$ cat src/core/dchpg_consts.svh
// constants of the dual channel host port gate: offsets, bits, codes, resets
// Notes on behaviour
// - port enable bit claims host lines
// - ch1 read: output data or status
// - ch1 write: load input, command/data tag
// - ch2 read: output data or status
// - ch2 write: load input, command/data tag
// - fast gate enable bit selects hardware gating
// - firmware copies gate bit when not fast
// - direction bit one makes gate an output
// - gate pin starts at logic one
// - only channel 1 writes feed decoder
// - command D1 arms, next data drives gate
// - gate follows data bit 1 at strobe rise
// - D1, data, FF keep flag clear
// - other command cancels; repeated D1 re-arms
// - irq when enable set and buffer full
// - input full set by host, cleared by slave
// - output full set by slave, cleared by host
// - capture data and address at strobe rise
`ifndef DCHPG_CONSTS_SVH
`define DCHPG_CONSTS_SVH

// --------------------------------------------------------------------------
// register byte addresses
// --------------------------------------------------------------------------
`define DCHPG_ADDR_SYS_CTRL 16'h0000
`define DCHPG_ADDR_IRQ_EN 16'h0004
`define DCHPG_ADDR_GATE_PORT 16'h0008
`define DCHPG_ADDR_C1_IDATA 16'h0010
`define DCHPG_ADDR_C1_ODATA 16'h0014
`define DCHPG_ADDR_C1_STATUS 16'h0018
`define DCHPG_ADDR_C2_IDATA 16'h0020
`define DCHPG_ADDR_C2_ODATA 16'h0024
`define DCHPG_ADDR_C2_STATUS 16'h0028
`define DCHPG_ADDR_HOST_CTRL 16'hFFF0

// --------------------------------------------------------------------------
// field positions
// --------------------------------------------------------------------------
`define DCHPG_BIT_HOST_EN 1
`define DCHPG_BIT_FAST_EN 0
`define DCHPG_BIT_IRQ1_EN 0
`define DCHPG_BIT_IRQ2_EN 1
`define DCHPG_BIT_GATE_DIR 0
`define DCHPG_BIT_GATE_LVL 1
`define DCHPG_BIT_GATE_DATA 1

// --------------------------------------------------------------------------
// codes and reset values
// --------------------------------------------------------------------------
`define DCHPG_CMD_GATE 8'hD1
`define DCHPG_CMD_END 8'hFF
`define DCHPG_GATE_RESET 1'h1
`define DCHPG_RESP_OKAY 2'h0
`define DCHPG_RESP_SLVERR 2'h2
`define DCHPG_BYTE_ZERO 8'h00
`define DCHPG_PAD_ZERO 24'h000000

`endif

$ cat src/core/dchpg_pkg.sv
// types shared by the dual channel host port gate modules
package dchpg_pkg;

  // per channel register state
  typedef struct packed {
    logic [7:0] idata;   // host-written byte
    logic [7:0] odata;   // slave-written byte
    logic cmd_flag;      // last host write was a command
    logic in_full;       // input byte not yet read by slave
    logic out_full;      // output byte not yet read by host
    logic [4:0] user;    // free status bits 7..4 and 2
  } dchpg_chan_t;

  // top level state, one register bank
  typedef struct packed {
    logic awready;
    logic wready;
    logic arready;
    logic bvalid;
    logic [1:0] bresp;
    logic rvalid;
    logic [1:0] rresp;
    logic [31:0] rdata;
    logic aw_held;
    logic w_held;
    logic [15:0] waddr;
    logic [7:0] wbyte;
    logic wlane;
    logic host_en;
    logic fast_en;
    logic irq1_en;
    logic irq2_en;
    logic gate_dir;
    logic gate_level;
    logic armed;
    logic wr_n_d;
    logic rd_n_d;
    logic wr_ok;
    logic rd_ok;
    logic lat_ch2;
    logic lat_a0;
    logic [7:0] lat_din;
    logic [7:0] dout;
    logic dout_oe_n;
    logic gate_oe_n;
    logic irq1;
    logic irq2;
  } dchpg_state_t;

endpackage

$ cat src/core/dchpg_channel.sv
// one host port channel: input, output and status registers
`timescale 1ns/1ns
`include "dchpg_consts.svh"

module dchpg_channel (
  // clock and reset
  input wire logic aclk,
  input wire logic aresetn,
  // host side events
  input wire logic host_wr,
  input wire logic host_wr_cmd,
  input wire logic [7:0] host_wr_byte,
  input wire logic host_wr_quiet,
  input wire logic host_rd_odata,
  // slave side events
  input wire logic slv_rd_idata,
  input wire logic slv_wr_odata,
  input wire logic slv_wr_status,
  input wire logic [7:0] slv_byte,
  // register views
  output dchpg_pkg::dchpg_chan_t chan
);
  import dchpg_pkg::*;

  dchpg_chan_t st;       // registered state
  dchpg_chan_t next_st;  // next state

  // ------------------------------------------------------------------------
  // next state
  // ------------------------------------------------------------------------
  // clears go first so a coinciding set wins
  always_comb begin
    next_st = st;
    if (slv_rd_idata) begin
      next_st.in_full = 1'b0;
    end
    if (host_rd_odata) begin
      next_st.out_full = 1'b0;
    end
    if (host_wr) begin
      next_st.idata = host_wr_byte;
      next_st.cmd_flag = host_wr_cmd;
      if (!host_wr_quiet) begin
        next_st.in_full = 1'b1;
      end
    end
    if (slv_wr_odata) begin
      next_st.odata = slv_byte;
      next_st.out_full = 1'b1;
    end
    if (slv_wr_status) begin
      next_st.user = {slv_byte[7:4], slv_byte[2]};
    end
  end

  // ------------------------------------------------------------------------
  // state register
  // ------------------------------------------------------------------------
  always_ff @(posedge aclk) begin
    if (!aresetn) begin
      st <= '0;
    end else begin
      st <= next_st;
    end
  end

  assign chan = st;

endmodule

$ cat src/core/dchpg_top.sv
// dual channel host port with fast address gate decoder, axi4-lite slave
//
// Design decision made here: register access over AXI4-Lite.
`timescale 1ns/1ns
`include "dchpg_consts.svh"

module dchpg_top (
  // clock and reset
  input wire logic aclk,
  input wire logic aresetn,
  // axi4-lite write address
  input wire logic [31:0] s_axi_awaddr,
  input wire logic s_axi_awvalid,
  output logic s_axi_awready,
  // axi4-lite write data
  input wire logic [31:0] s_axi_wdata,
  input wire logic [3:0] s_axi_wstrb,
  input wire logic s_axi_wvalid,
  output logic s_axi_wready,
  // axi4-lite write response
  output logic [1:0] s_axi_bresp,
  output logic s_axi_bvalid,
  input wire logic s_axi_bready,
  // axi4-lite read address
  input wire logic [31:0] s_axi_araddr,
  input wire logic s_axi_arvalid,
  output logic s_axi_arready,
  // axi4-lite read data
  output logic [31:0] s_axi_rdata,
  output logic [1:0] s_axi_rresp,
  output logic s_axi_rvalid,
  input wire logic s_axi_rready,
  // host port pins
  input wire logic chan1_select_n,
  input wire logic chan2_select_n,
  input wire logic host_read_strobe_n,
  input wire logic host_write_strobe_n,
  input wire logic host_cmd_data_select,
  input wire logic [7:0] host_data_in,
  output logic [7:0] host_data_out,
  output logic host_data_oe_n,
  // gate pin
  output logic address_gate_out,
  output logic address_gate_oe_n,
  // slave interrupt requests
  output logic chan1_buffer_full_irq,
  output logic chan2_buffer_full_irq
);
  import dchpg_pkg::*;

  dchpg_state_t st;       // registered state
  dchpg_state_t next_st;  // next state
  dchpg_chan_t ch1;       // channel 1 registers
  dchpg_chan_t ch2;       // channel 2 registers

  // channel event strobes, combinational, one cycle each
  logic h1_wr;
  logic h2_wr;
  logic h1_rd;
  logic h2_rd;
  logic h1_quiet;
  logic s1_rd;
  logic s2_rd;
  logic s1_wo;
  logic s2_wo;
  logic s1_ws;
  logic s2_ws;

  // status bytes as seen by host and slave
  logic [7:0] stat1;
  logic [7:0] stat2;
  assign stat1 = {ch1.user[4:1], ch1.cmd_flag, ch1.user[0], ch1.in_full, ch1.out_full};
  assign stat2 = {ch2.user[4:1], ch2.cmd_flag, ch2.user[0], ch2.in_full, ch2.out_full};

  // ------------------------------------------------------------------------
  // channel instances
  // ------------------------------------------------------------------------
  dchpg_channel u_chan1 (
    .aclk(aclk),
    .aresetn(aresetn),
    .host_wr(h1_wr),
    .host_wr_cmd(st.lat_a0),
    .host_wr_byte(st.lat_din),
    .host_wr_quiet(h1_quiet),
    .host_rd_odata(h1_rd),
    .slv_rd_idata(s1_rd),
    .slv_wr_odata(s1_wo),
    .slv_wr_status(s1_ws),
    .slv_byte(st.wbyte),
    .chan(ch1)
  );

  dchpg_channel u_chan2 (
    .aclk(aclk),
    .aresetn(aresetn),
    .host_wr(h2_wr),
    .host_wr_cmd(st.lat_a0),
    .host_wr_byte(st.lat_din),
    .host_wr_quiet(1'b0),
    .host_rd_odata(h2_rd),
    .slv_rd_idata(s2_rd),
    .slv_wr_odata(s2_wo),
    .slv_wr_status(s2_ws),
    .slv_byte(st.wbyte),
    .chan(ch2)
  );

  // ------------------------------------------------------------------------
  // next state: bus slave, host strobes, gate decoder
  // ------------------------------------------------------------------------
  always_comb begin
    logic sel1;
    logic sel2;
    logic one_sel;
    logic wr_rise;
    logic rd_rise;
    logic do_write;
    logic hit;
    logic [7:0] rbyte;
    logic [15:0] raddr;
    next_st = st;
    sel1 = 1'b0;
    sel2 = 1'b0;
    one_sel = 1'b0;
    wr_rise = 1'b0;
    rd_rise = 1'b0;
    do_write = 1'b0;
    hit = 1'b0;
    rbyte = `DCHPG_BYTE_ZERO;
    raddr = s_axi_araddr[15:0];
    h1_wr = 1'b0;
    h2_wr = 1'b0;
    h1_rd = 1'b0;
    h2_rd = 1'b0;
    h1_quiet = 1'b0;
    s1_rd = 1'b0;
    s2_rd = 1'b0;
    s1_wo = 1'b0;
    s2_wo = 1'b0;
    s1_ws = 1'b0;
    s2_ws = 1'b0;

    // ---- host side: pins ignored unless slave mode is on
    sel1 = !chan1_select_n && chan2_select_n;
    sel2 = !chan2_select_n && chan1_select_n;
    one_sel = st.host_en && (sel1 || sel2);
    next_st.wr_n_d = host_write_strobe_n;
    next_st.rd_n_d = host_read_strobe_n;
    wr_rise = !st.wr_n_d && host_write_strobe_n;
    rd_rise = !st.rd_n_d && host_read_strobe_n;
    // hold the last address and data seen while the strobe was low
    if (!host_write_strobe_n && host_read_strobe_n && one_sel) begin
      next_st.wr_ok = 1'b1;
      next_st.lat_ch2 = sel2;
      next_st.lat_a0 = host_cmd_data_select;
      next_st.lat_din = host_data_in;
    end else if (!host_read_strobe_n && host_write_strobe_n && one_sel) begin
      next_st.rd_ok = 1'b1;
      next_st.lat_ch2 = sel2;
      next_st.lat_a0 = host_cmd_data_select;
    end
    // a strobe clash spoils the access in progress
    if (!host_write_strobe_n && !host_read_strobe_n) begin
      next_st.wr_ok = 1'b0;
      next_st.rd_ok = 1'b0;
    end
    if (wr_rise) begin
      next_st.wr_ok = 1'b0;
      h1_wr = st.wr_ok && !st.lat_ch2;
      h2_wr = st.wr_ok && st.lat_ch2;
    end
    if (rd_rise) begin
      next_st.rd_ok = 1'b0;
      h1_rd = st.rd_ok && !st.lat_ch2 && !st.lat_a0;
      h2_rd = st.rd_ok && st.lat_ch2 && !st.lat_a0;
    end

    // ---- host read data, driven only for a clean read
    next_st.dout_oe_n = 1'b1;
    next_st.dout = `DCHPG_BYTE_ZERO;
    if (one_sel && !host_read_strobe_n && host_write_strobe_n) begin
      next_st.dout_oe_n = 1'b0;
      if (sel1) begin
        next_st.dout = host_cmd_data_select ? stat1 : ch1.odata;
      end else begin
        next_st.dout = host_cmd_data_select ? stat2 : ch2.odata;
      end
    end

    // ---- fast gate decoder, channel 1 only
    if (h1_wr && st.fast_en) begin
      if (st.lat_a0) begin
        if (st.lat_din == `DCHPG_CMD_GATE) begin
          next_st.armed = 1'b1;
          h1_quiet = 1'b1;
        end else if (st.lat_din == `DCHPG_CMD_END) begin
          next_st.armed = 1'b0;
          h1_quiet = 1'b1;
        end else begin
          next_st.armed = 1'b0;
        end
      end else if (st.armed) begin
        next_st.armed = 1'b0;
        next_st.gate_level = st.lat_din[`DCHPG_BIT_GATE_DATA];
        h1_quiet = 1'b1;
      end
    end

    // ---- axi write channel: address and data in either order
    if (s_axi_awvalid && st.awready) begin
      next_st.aw_held = 1'b1;
      next_st.waddr = s_axi_awaddr[15:0];
    end
    if (s_axi_wvalid && st.wready) begin
      next_st.w_held = 1'b1;
      next_st.wbyte = s_axi_wdata[7:0];
      next_st.wlane = s_axi_wstrb[0];
    end
    do_write = st.aw_held && st.w_held && !st.bvalid;
    if (do_write) begin
      next_st.aw_held = 1'b0;
      next_st.w_held = 1'b0;
      next_st.bvalid = 1'b1;
      hit = 1'b1;
      case (st.waddr)
        `DCHPG_ADDR_SYS_CTRL: begin
          if (st.wlane) begin
            next_st.host_en = st.wbyte[`DCHPG_BIT_HOST_EN];
          end
        end
        `DCHPG_ADDR_HOST_CTRL: begin
          if (st.wlane) begin
            next_st.fast_en = st.wbyte[`DCHPG_BIT_FAST_EN];
          end
        end
        `DCHPG_ADDR_IRQ_EN: begin
          if (st.wlane) begin
            next_st.irq1_en = st.wbyte[`DCHPG_BIT_IRQ1_EN];
            next_st.irq2_en = st.wbyte[`DCHPG_BIT_IRQ2_EN];
          end
        end
        `DCHPG_ADDR_GATE_PORT: begin
          // firmware path for regular gating; the decoder overrides below
          if (st.wlane) begin
            next_st.gate_dir = st.wbyte[`DCHPG_BIT_GATE_DIR];
            next_st.gate_level = st.wbyte[`DCHPG_BIT_GATE_LVL];
          end
        end
        `DCHPG_ADDR_C1_ODATA: s1_wo = st.wlane;
        `DCHPG_ADDR_C2_ODATA: s2_wo = st.wlane;
        `DCHPG_ADDR_C1_STATUS: s1_ws = st.wlane;
        `DCHPG_ADDR_C2_STATUS: s2_ws = st.wlane;
        `DCHPG_ADDR_C1_IDATA: hit = 1'b1;
        `DCHPG_ADDR_C2_IDATA: hit = 1'b1;
        default: hit = 1'b0;
      endcase
      next_st.bresp = hit ? `DCHPG_RESP_OKAY : `DCHPG_RESP_SLVERR;
      // hardware gating has the last word on a same cycle collision
      if (h1_wr && st.fast_en && !st.lat_a0 && st.armed) begin
        next_st.gate_level = st.lat_din[`DCHPG_BIT_GATE_DATA];
      end
    end
    if (st.bvalid && s_axi_bready) begin
      next_st.bvalid = 1'b0;
    end
    next_st.awready = !next_st.aw_held && !next_st.bvalid;
    next_st.wready = !next_st.w_held && !next_st.bvalid;

    // ---- axi read channel: one cycle from address to data
    if (s_axi_arvalid && st.arready) begin
      next_st.rvalid = 1'b1;
      next_st.rresp = `DCHPG_RESP_OKAY;
      case (raddr)
        `DCHPG_ADDR_SYS_CTRL: rbyte[`DCHPG_BIT_HOST_EN] = st.host_en;
        `DCHPG_ADDR_HOST_CTRL: rbyte[`DCHPG_BIT_FAST_EN] = st.fast_en;
        `DCHPG_ADDR_IRQ_EN: begin
          rbyte[`DCHPG_BIT_IRQ1_EN] = st.irq1_en;
          rbyte[`DCHPG_BIT_IRQ2_EN] = st.irq2_en;
        end
        `DCHPG_ADDR_GATE_PORT: begin
          rbyte[`DCHPG_BIT_GATE_DIR] = st.gate_dir;
          rbyte[`DCHPG_BIT_GATE_LVL] = st.gate_level;
        end
        `DCHPG_ADDR_C1_IDATA: begin
          rbyte = ch1.idata;
          s1_rd = 1'b1;
        end
        `DCHPG_ADDR_C2_IDATA: begin
          rbyte = ch2.idata;
          s2_rd = 1'b1;
        end
        `DCHPG_ADDR_C1_ODATA: rbyte = ch1.odata;
        `DCHPG_ADDR_C2_ODATA: rbyte = ch2.odata;
        `DCHPG_ADDR_C1_STATUS: rbyte = stat1;
        `DCHPG_ADDR_C2_STATUS: rbyte = stat2;
        default: next_st.rresp = `DCHPG_RESP_SLVERR;
      endcase
      next_st.rdata = {`DCHPG_PAD_ZERO, rbyte};
    end
    if (st.rvalid && s_axi_rready) begin
      next_st.rvalid = 1'b0;
    end
    next_st.arready = !next_st.rvalid;

    // ---- pins driven from the registered state
    next_st.gate_oe_n = !next_st.gate_dir;
    next_st.irq1 = next_st.irq1_en && ch1.in_full;
    next_st.irq2 = next_st.irq2_en && ch2.in_full;
  end

  // ------------------------------------------------------------------------
  // state register
  // ------------------------------------------------------------------------
  always_ff @(posedge aclk) begin
    if (!aresetn) begin
      st <= '0;
      st.awready <= 1'b1;
      st.wready <= 1'b1;
      st.arready <= 1'b1;
      st.wr_n_d <= 1'b1;
      st.rd_n_d <= 1'b1;
      st.dout_oe_n <= 1'b1;
      st.gate_oe_n <= 1'b1;
      st.gate_level <= `DCHPG_GATE_RESET;
    end else begin
      st <= next_st;
    end
  end

  // ------------------------------------------------------------------------
  // outputs, all straight from the state register
  // ------------------------------------------------------------------------
  assign s_axi_awready = st.awready;
  assign s_axi_wready = st.wready;
  assign s_axi_bresp = st.bresp;
  assign s_axi_bvalid = st.bvalid;
  assign s_axi_arready = st.arready;
  assign s_axi_rdata = st.rdata;
  assign s_axi_rresp = st.rresp;
  assign s_axi_rvalid = st.rvalid;
  assign host_data_out = st.dout;
  assign host_data_oe_n = st.dout_oe_n;
  assign address_gate_out = st.gate_level;
  assign address_gate_oe_n = st.gate_oe_n;
  assign chan1_buffer_full_irq = st.irq1;
  assign chan2_buffer_full_irq = st.irq2;

endmodule

$ cat config.mk
export PLATFORM = sky130hd
export DESIGN_NAME = dchpg_top
export DESIGN_NICKNAME = d
export VERILOG_FILES = /design/src/core/dchpg_pkg.sv /design/src/core/dchpg_channel.sv /design/src/core/dchpg_top.sv
export VERILOG_INCLUDE_DIRS = /design/src /design/src/core
export SDC_FILE = /design/constraint.sdc
export NUM_CORES = 1
export LEC_CHECK = 0
export BUFFER_PORTS_ARGS = -buffer_cell sky130_fd_sc_hd__buf_2
export CAP_MARGIN = 10
export CORE_MARGIN = 2
export CORE_UTILIZATION = 52
export CTS_CLUSTER_SIZE = 12
export DETAILED_ROUTE_END_ITERATION = 7
export PLACE_DENSITY = 0.81
export SYNTH_ARGS = -nofsm -noshare
export SYNTH_HDL_FRONTEND = slang
export SYNTH_SLANG_ARGS = --single-unit
export TNS_END_PERCENT = 20
$ cat constraint.sdc
create_clock -name aclk -period 2.4 [get_ports aclk]
set_input_delay 0.36 -clock aclk [delete_from_list [all_inputs] [get_ports aclk]]
set_output_delay 0.36 -clock aclk [all_outputs]
set_load 0.03 [all_outputs]
==> results_dict.tcl <==
set metrics [dict create \
    outcome "finished clean" \
    setup_viol 0 \
    drc 0 \
    clock_skew_ns 0.00698 \
    arrival_ns 2.50 \
    cts_hold_buffers 0 \
    post-cts-setup-buffers 0 \
    rsz0062_at_grt "false" \
    synthTopCellsByArea "dfxtp_1 (43%), nand2_1 (8.5%), a21boi_0 (6.5%)" \
    relSlewSlack_pct 51.9 \
    cts.htree.levels 4 \
    slew_viol_final 0 \
    cp-end-kind "register" \
    final_nets 821 \
    grt_max_degree 46 \
    wl_met1_mm 5.57 \
    antenna_found_initial 0 \
    cts_buffer_depth 2 \
    ys_types 53 \
    max_stage_delay_ns 0.43 \
    cp-start-kind "register" \
    vdd_drop_max_mv 0.324 \
    antenna_left 0 \
    insertion_delay_ns 0.53 \
    rows 38 \
    critPathMaxFanout 8 \
    crit_type "register to register" \
    vias 4870 \
    timing.setup.tns_ns 0 \
    reg2reg_depth 5 \
    wire_per_inst_um 15.8 \
    cp_data_required_time_ns 2.81 \
    drtIter0Drc 387 \
    endpoint "st[28]" \
    async_flop_share_pct 0 \
    leakage_nw 2.53 \
    fmax_mhz 479 \
    maxCapViolCount 0 \
    synthFlopType "dfxtp_1" \
    start_util_pct 53.0 \
    syn-instance-count 634 \
    crit_start "st[53]" \
    cts_root_buffer "clkbuf_8" \
    io_buffers 88 \
    min_period_ns 2.09 \
    ys_seq_elements 123 \
    post_route_cells_drive_above_1_share_pct 22.2 \
    grt_pass1_wl_mm 21.8 \
    ys_warn_count 0 \
    yosysTopAreaCell "dfxtp_1" \
    clkTransAtPathRegs_ns 0.06 \
    synth.cell_area_mm2 0.00570 \
    grt_overflow 0 \
    whs_ns 0.0784 \
    synth_top_area_share_pct 43.2 \
    synth_edf_count 0 \
    dr_wl_met2_mm 6.74 \
    wl_mm 13.5 \
    area_growth_syn_to_layout_pct 16.3 \
    die_y_um 109 \
    io_pins 174 \
    fp.dieArea_mm2 0.0118 \
    final_common_cell "nand2_1" \
    power.density_mw_per_mm2 768 \
    cts_sinks 123 \
    cp_cell_sequence "nor4_2 > and4_1 > nor4b_4 > mux2_1 > and2_1" \
    nFillCells 874 \
    routabilityCongestion 0.930 \
    grt_pass1_vias 4651 \
    coreArea_mm2 0.0107 \
    hold_violations 0 \
    wl_met3_um 863 \
    timing.rr.end "st[28]" \
    cts_buffers 17 \
    hold_class "input port to register" \
    dr.pass1.iters 6 \
    ys_seq_area_share_pct 43.2 \
    rrSetupSlack_ns 0.31 \
    grtUsageTotal_pct 23.9 \
    cts_tree "built" \
    diodes 0 \
    highest_layer "met4" \
    timing.final.crit_share_pct 87.0 \
    vias_per_cell 5.72 \
    final_cell_mix "nand2_1 (129), dfxtp_1 (123), buf_2 (88)" \
    die_w_um 109 \
    tightest_slew_ns 0.721 \
    avgSynthCellArea_um2 8.99 \
    dp_hpwl_mm 9.77 \
    crit_slowest_cell "and4_1" \
    cts_resized 0 \
    worstReg2RegStart "st[53]" \
]
sequential cells by signal (all words and copies together) (netlist names), 8 cells and up:
name,flops
u_chan1.chan,24
s_axi_rdata,8
u_chan2.chan,24
st,47
host_data_out,8
metal layers:
metal  up-vias  GRT usage [%]
met5         -              0
met4         0           9.16
met2       184           41.3
met3        32           6.81
met1      2341           28.1
li1       2313              -
cells by family (layout without fill, tap and decap cells):
group / Yosys count / after routing / share of synthesized area (%)
flops: 123 / 123 / 43.2
mux: 30 / 30 / 7.05
other cells: 1 / 26 / 0.0658
simple gates: 275 / 275 / 25.9
compound gates: 124 / 124 / 15.0
fa+ha+maj: 2 / 2 / 0.439
buf+inv: 79 / 132 / 8.32
where the power goes:
group | total (mW) | internal, mW | switching, mW
combinational | 0.407 | 0.139 | 0.268
clock | 2.54 | 1.61 | 0.933
sequential | 2.14 | 2.10 | 0.0465
total | 5.09 | 3.85 | 1.25
Yosys cell counts (5+ instances only):
library cell / number
a21boi_0: 49
a21oi_1: 6
a221oi_1: 7
a222oi_1: 6
a31oi_1: 7
and2_1: 8
and3_1: 11
buf_4: 47
clkbuf_1: 26
dfxtp_1: 123
inv_1: 5
mux2i_1: 21
mux4_2: 8
nand2_1: 129
nand2b_1: 8
nand3_1: 28
nand4_1: 9
nor2_1: 17
nor2b_1: 19
nor3_1: 9
o21ai_0: 36
worst min path at each step:
stage / startpoint / end / slack (ns) / depth (start not counted)
floorplan: st[26] / st[26] / 0.44 / 2
global placement: st[26] / st[26] / 0.45 / 2
detailed placement: st[39] / st[39] / 0.46 / 2
finish: s_axi_wdata[2] / st[36] / 0.08 / 3
CTS: s_axi_wdata[2] / st[36] / 0.06 / 3
global route: s_axi_wdata[4] / st[38] / 0.08 / 3
metrics by stage:
step	worst slack, ns	utilization (%)	std cells	instance area, µm²	total power, mW
floorplan	0.593	-	659	5790	2.50
global placement	0.352	56.1	820	6030	2.58
detailed placement	0.272	56.1	820	6030	2.59
CTS	0.322	61.7	852	6630	5.13
global route	0.134	61.7	852	6630	5.28
finish	0.313	61.7	852	6630	5.09
layout make-up:
cell class	count	area [µm²]	share of cell area [%]
timing repair buffer	95	518	7.82
tap	140	175	2.64
clock inverter	14	171	2.59
sequential	123	2460	37.2
multi-input combinational	457	2850	43.1
clock buffer	18	428	6.46
inverter	5	18.8	0.283
critical path, delay by kind of cell (launching register included):
kind	cells	cell delay (ns)
muxes	1	0.38
DFF	1	0.34
and+or+nand+nor	4	1.26
Power figures use the tool's default switching activity.
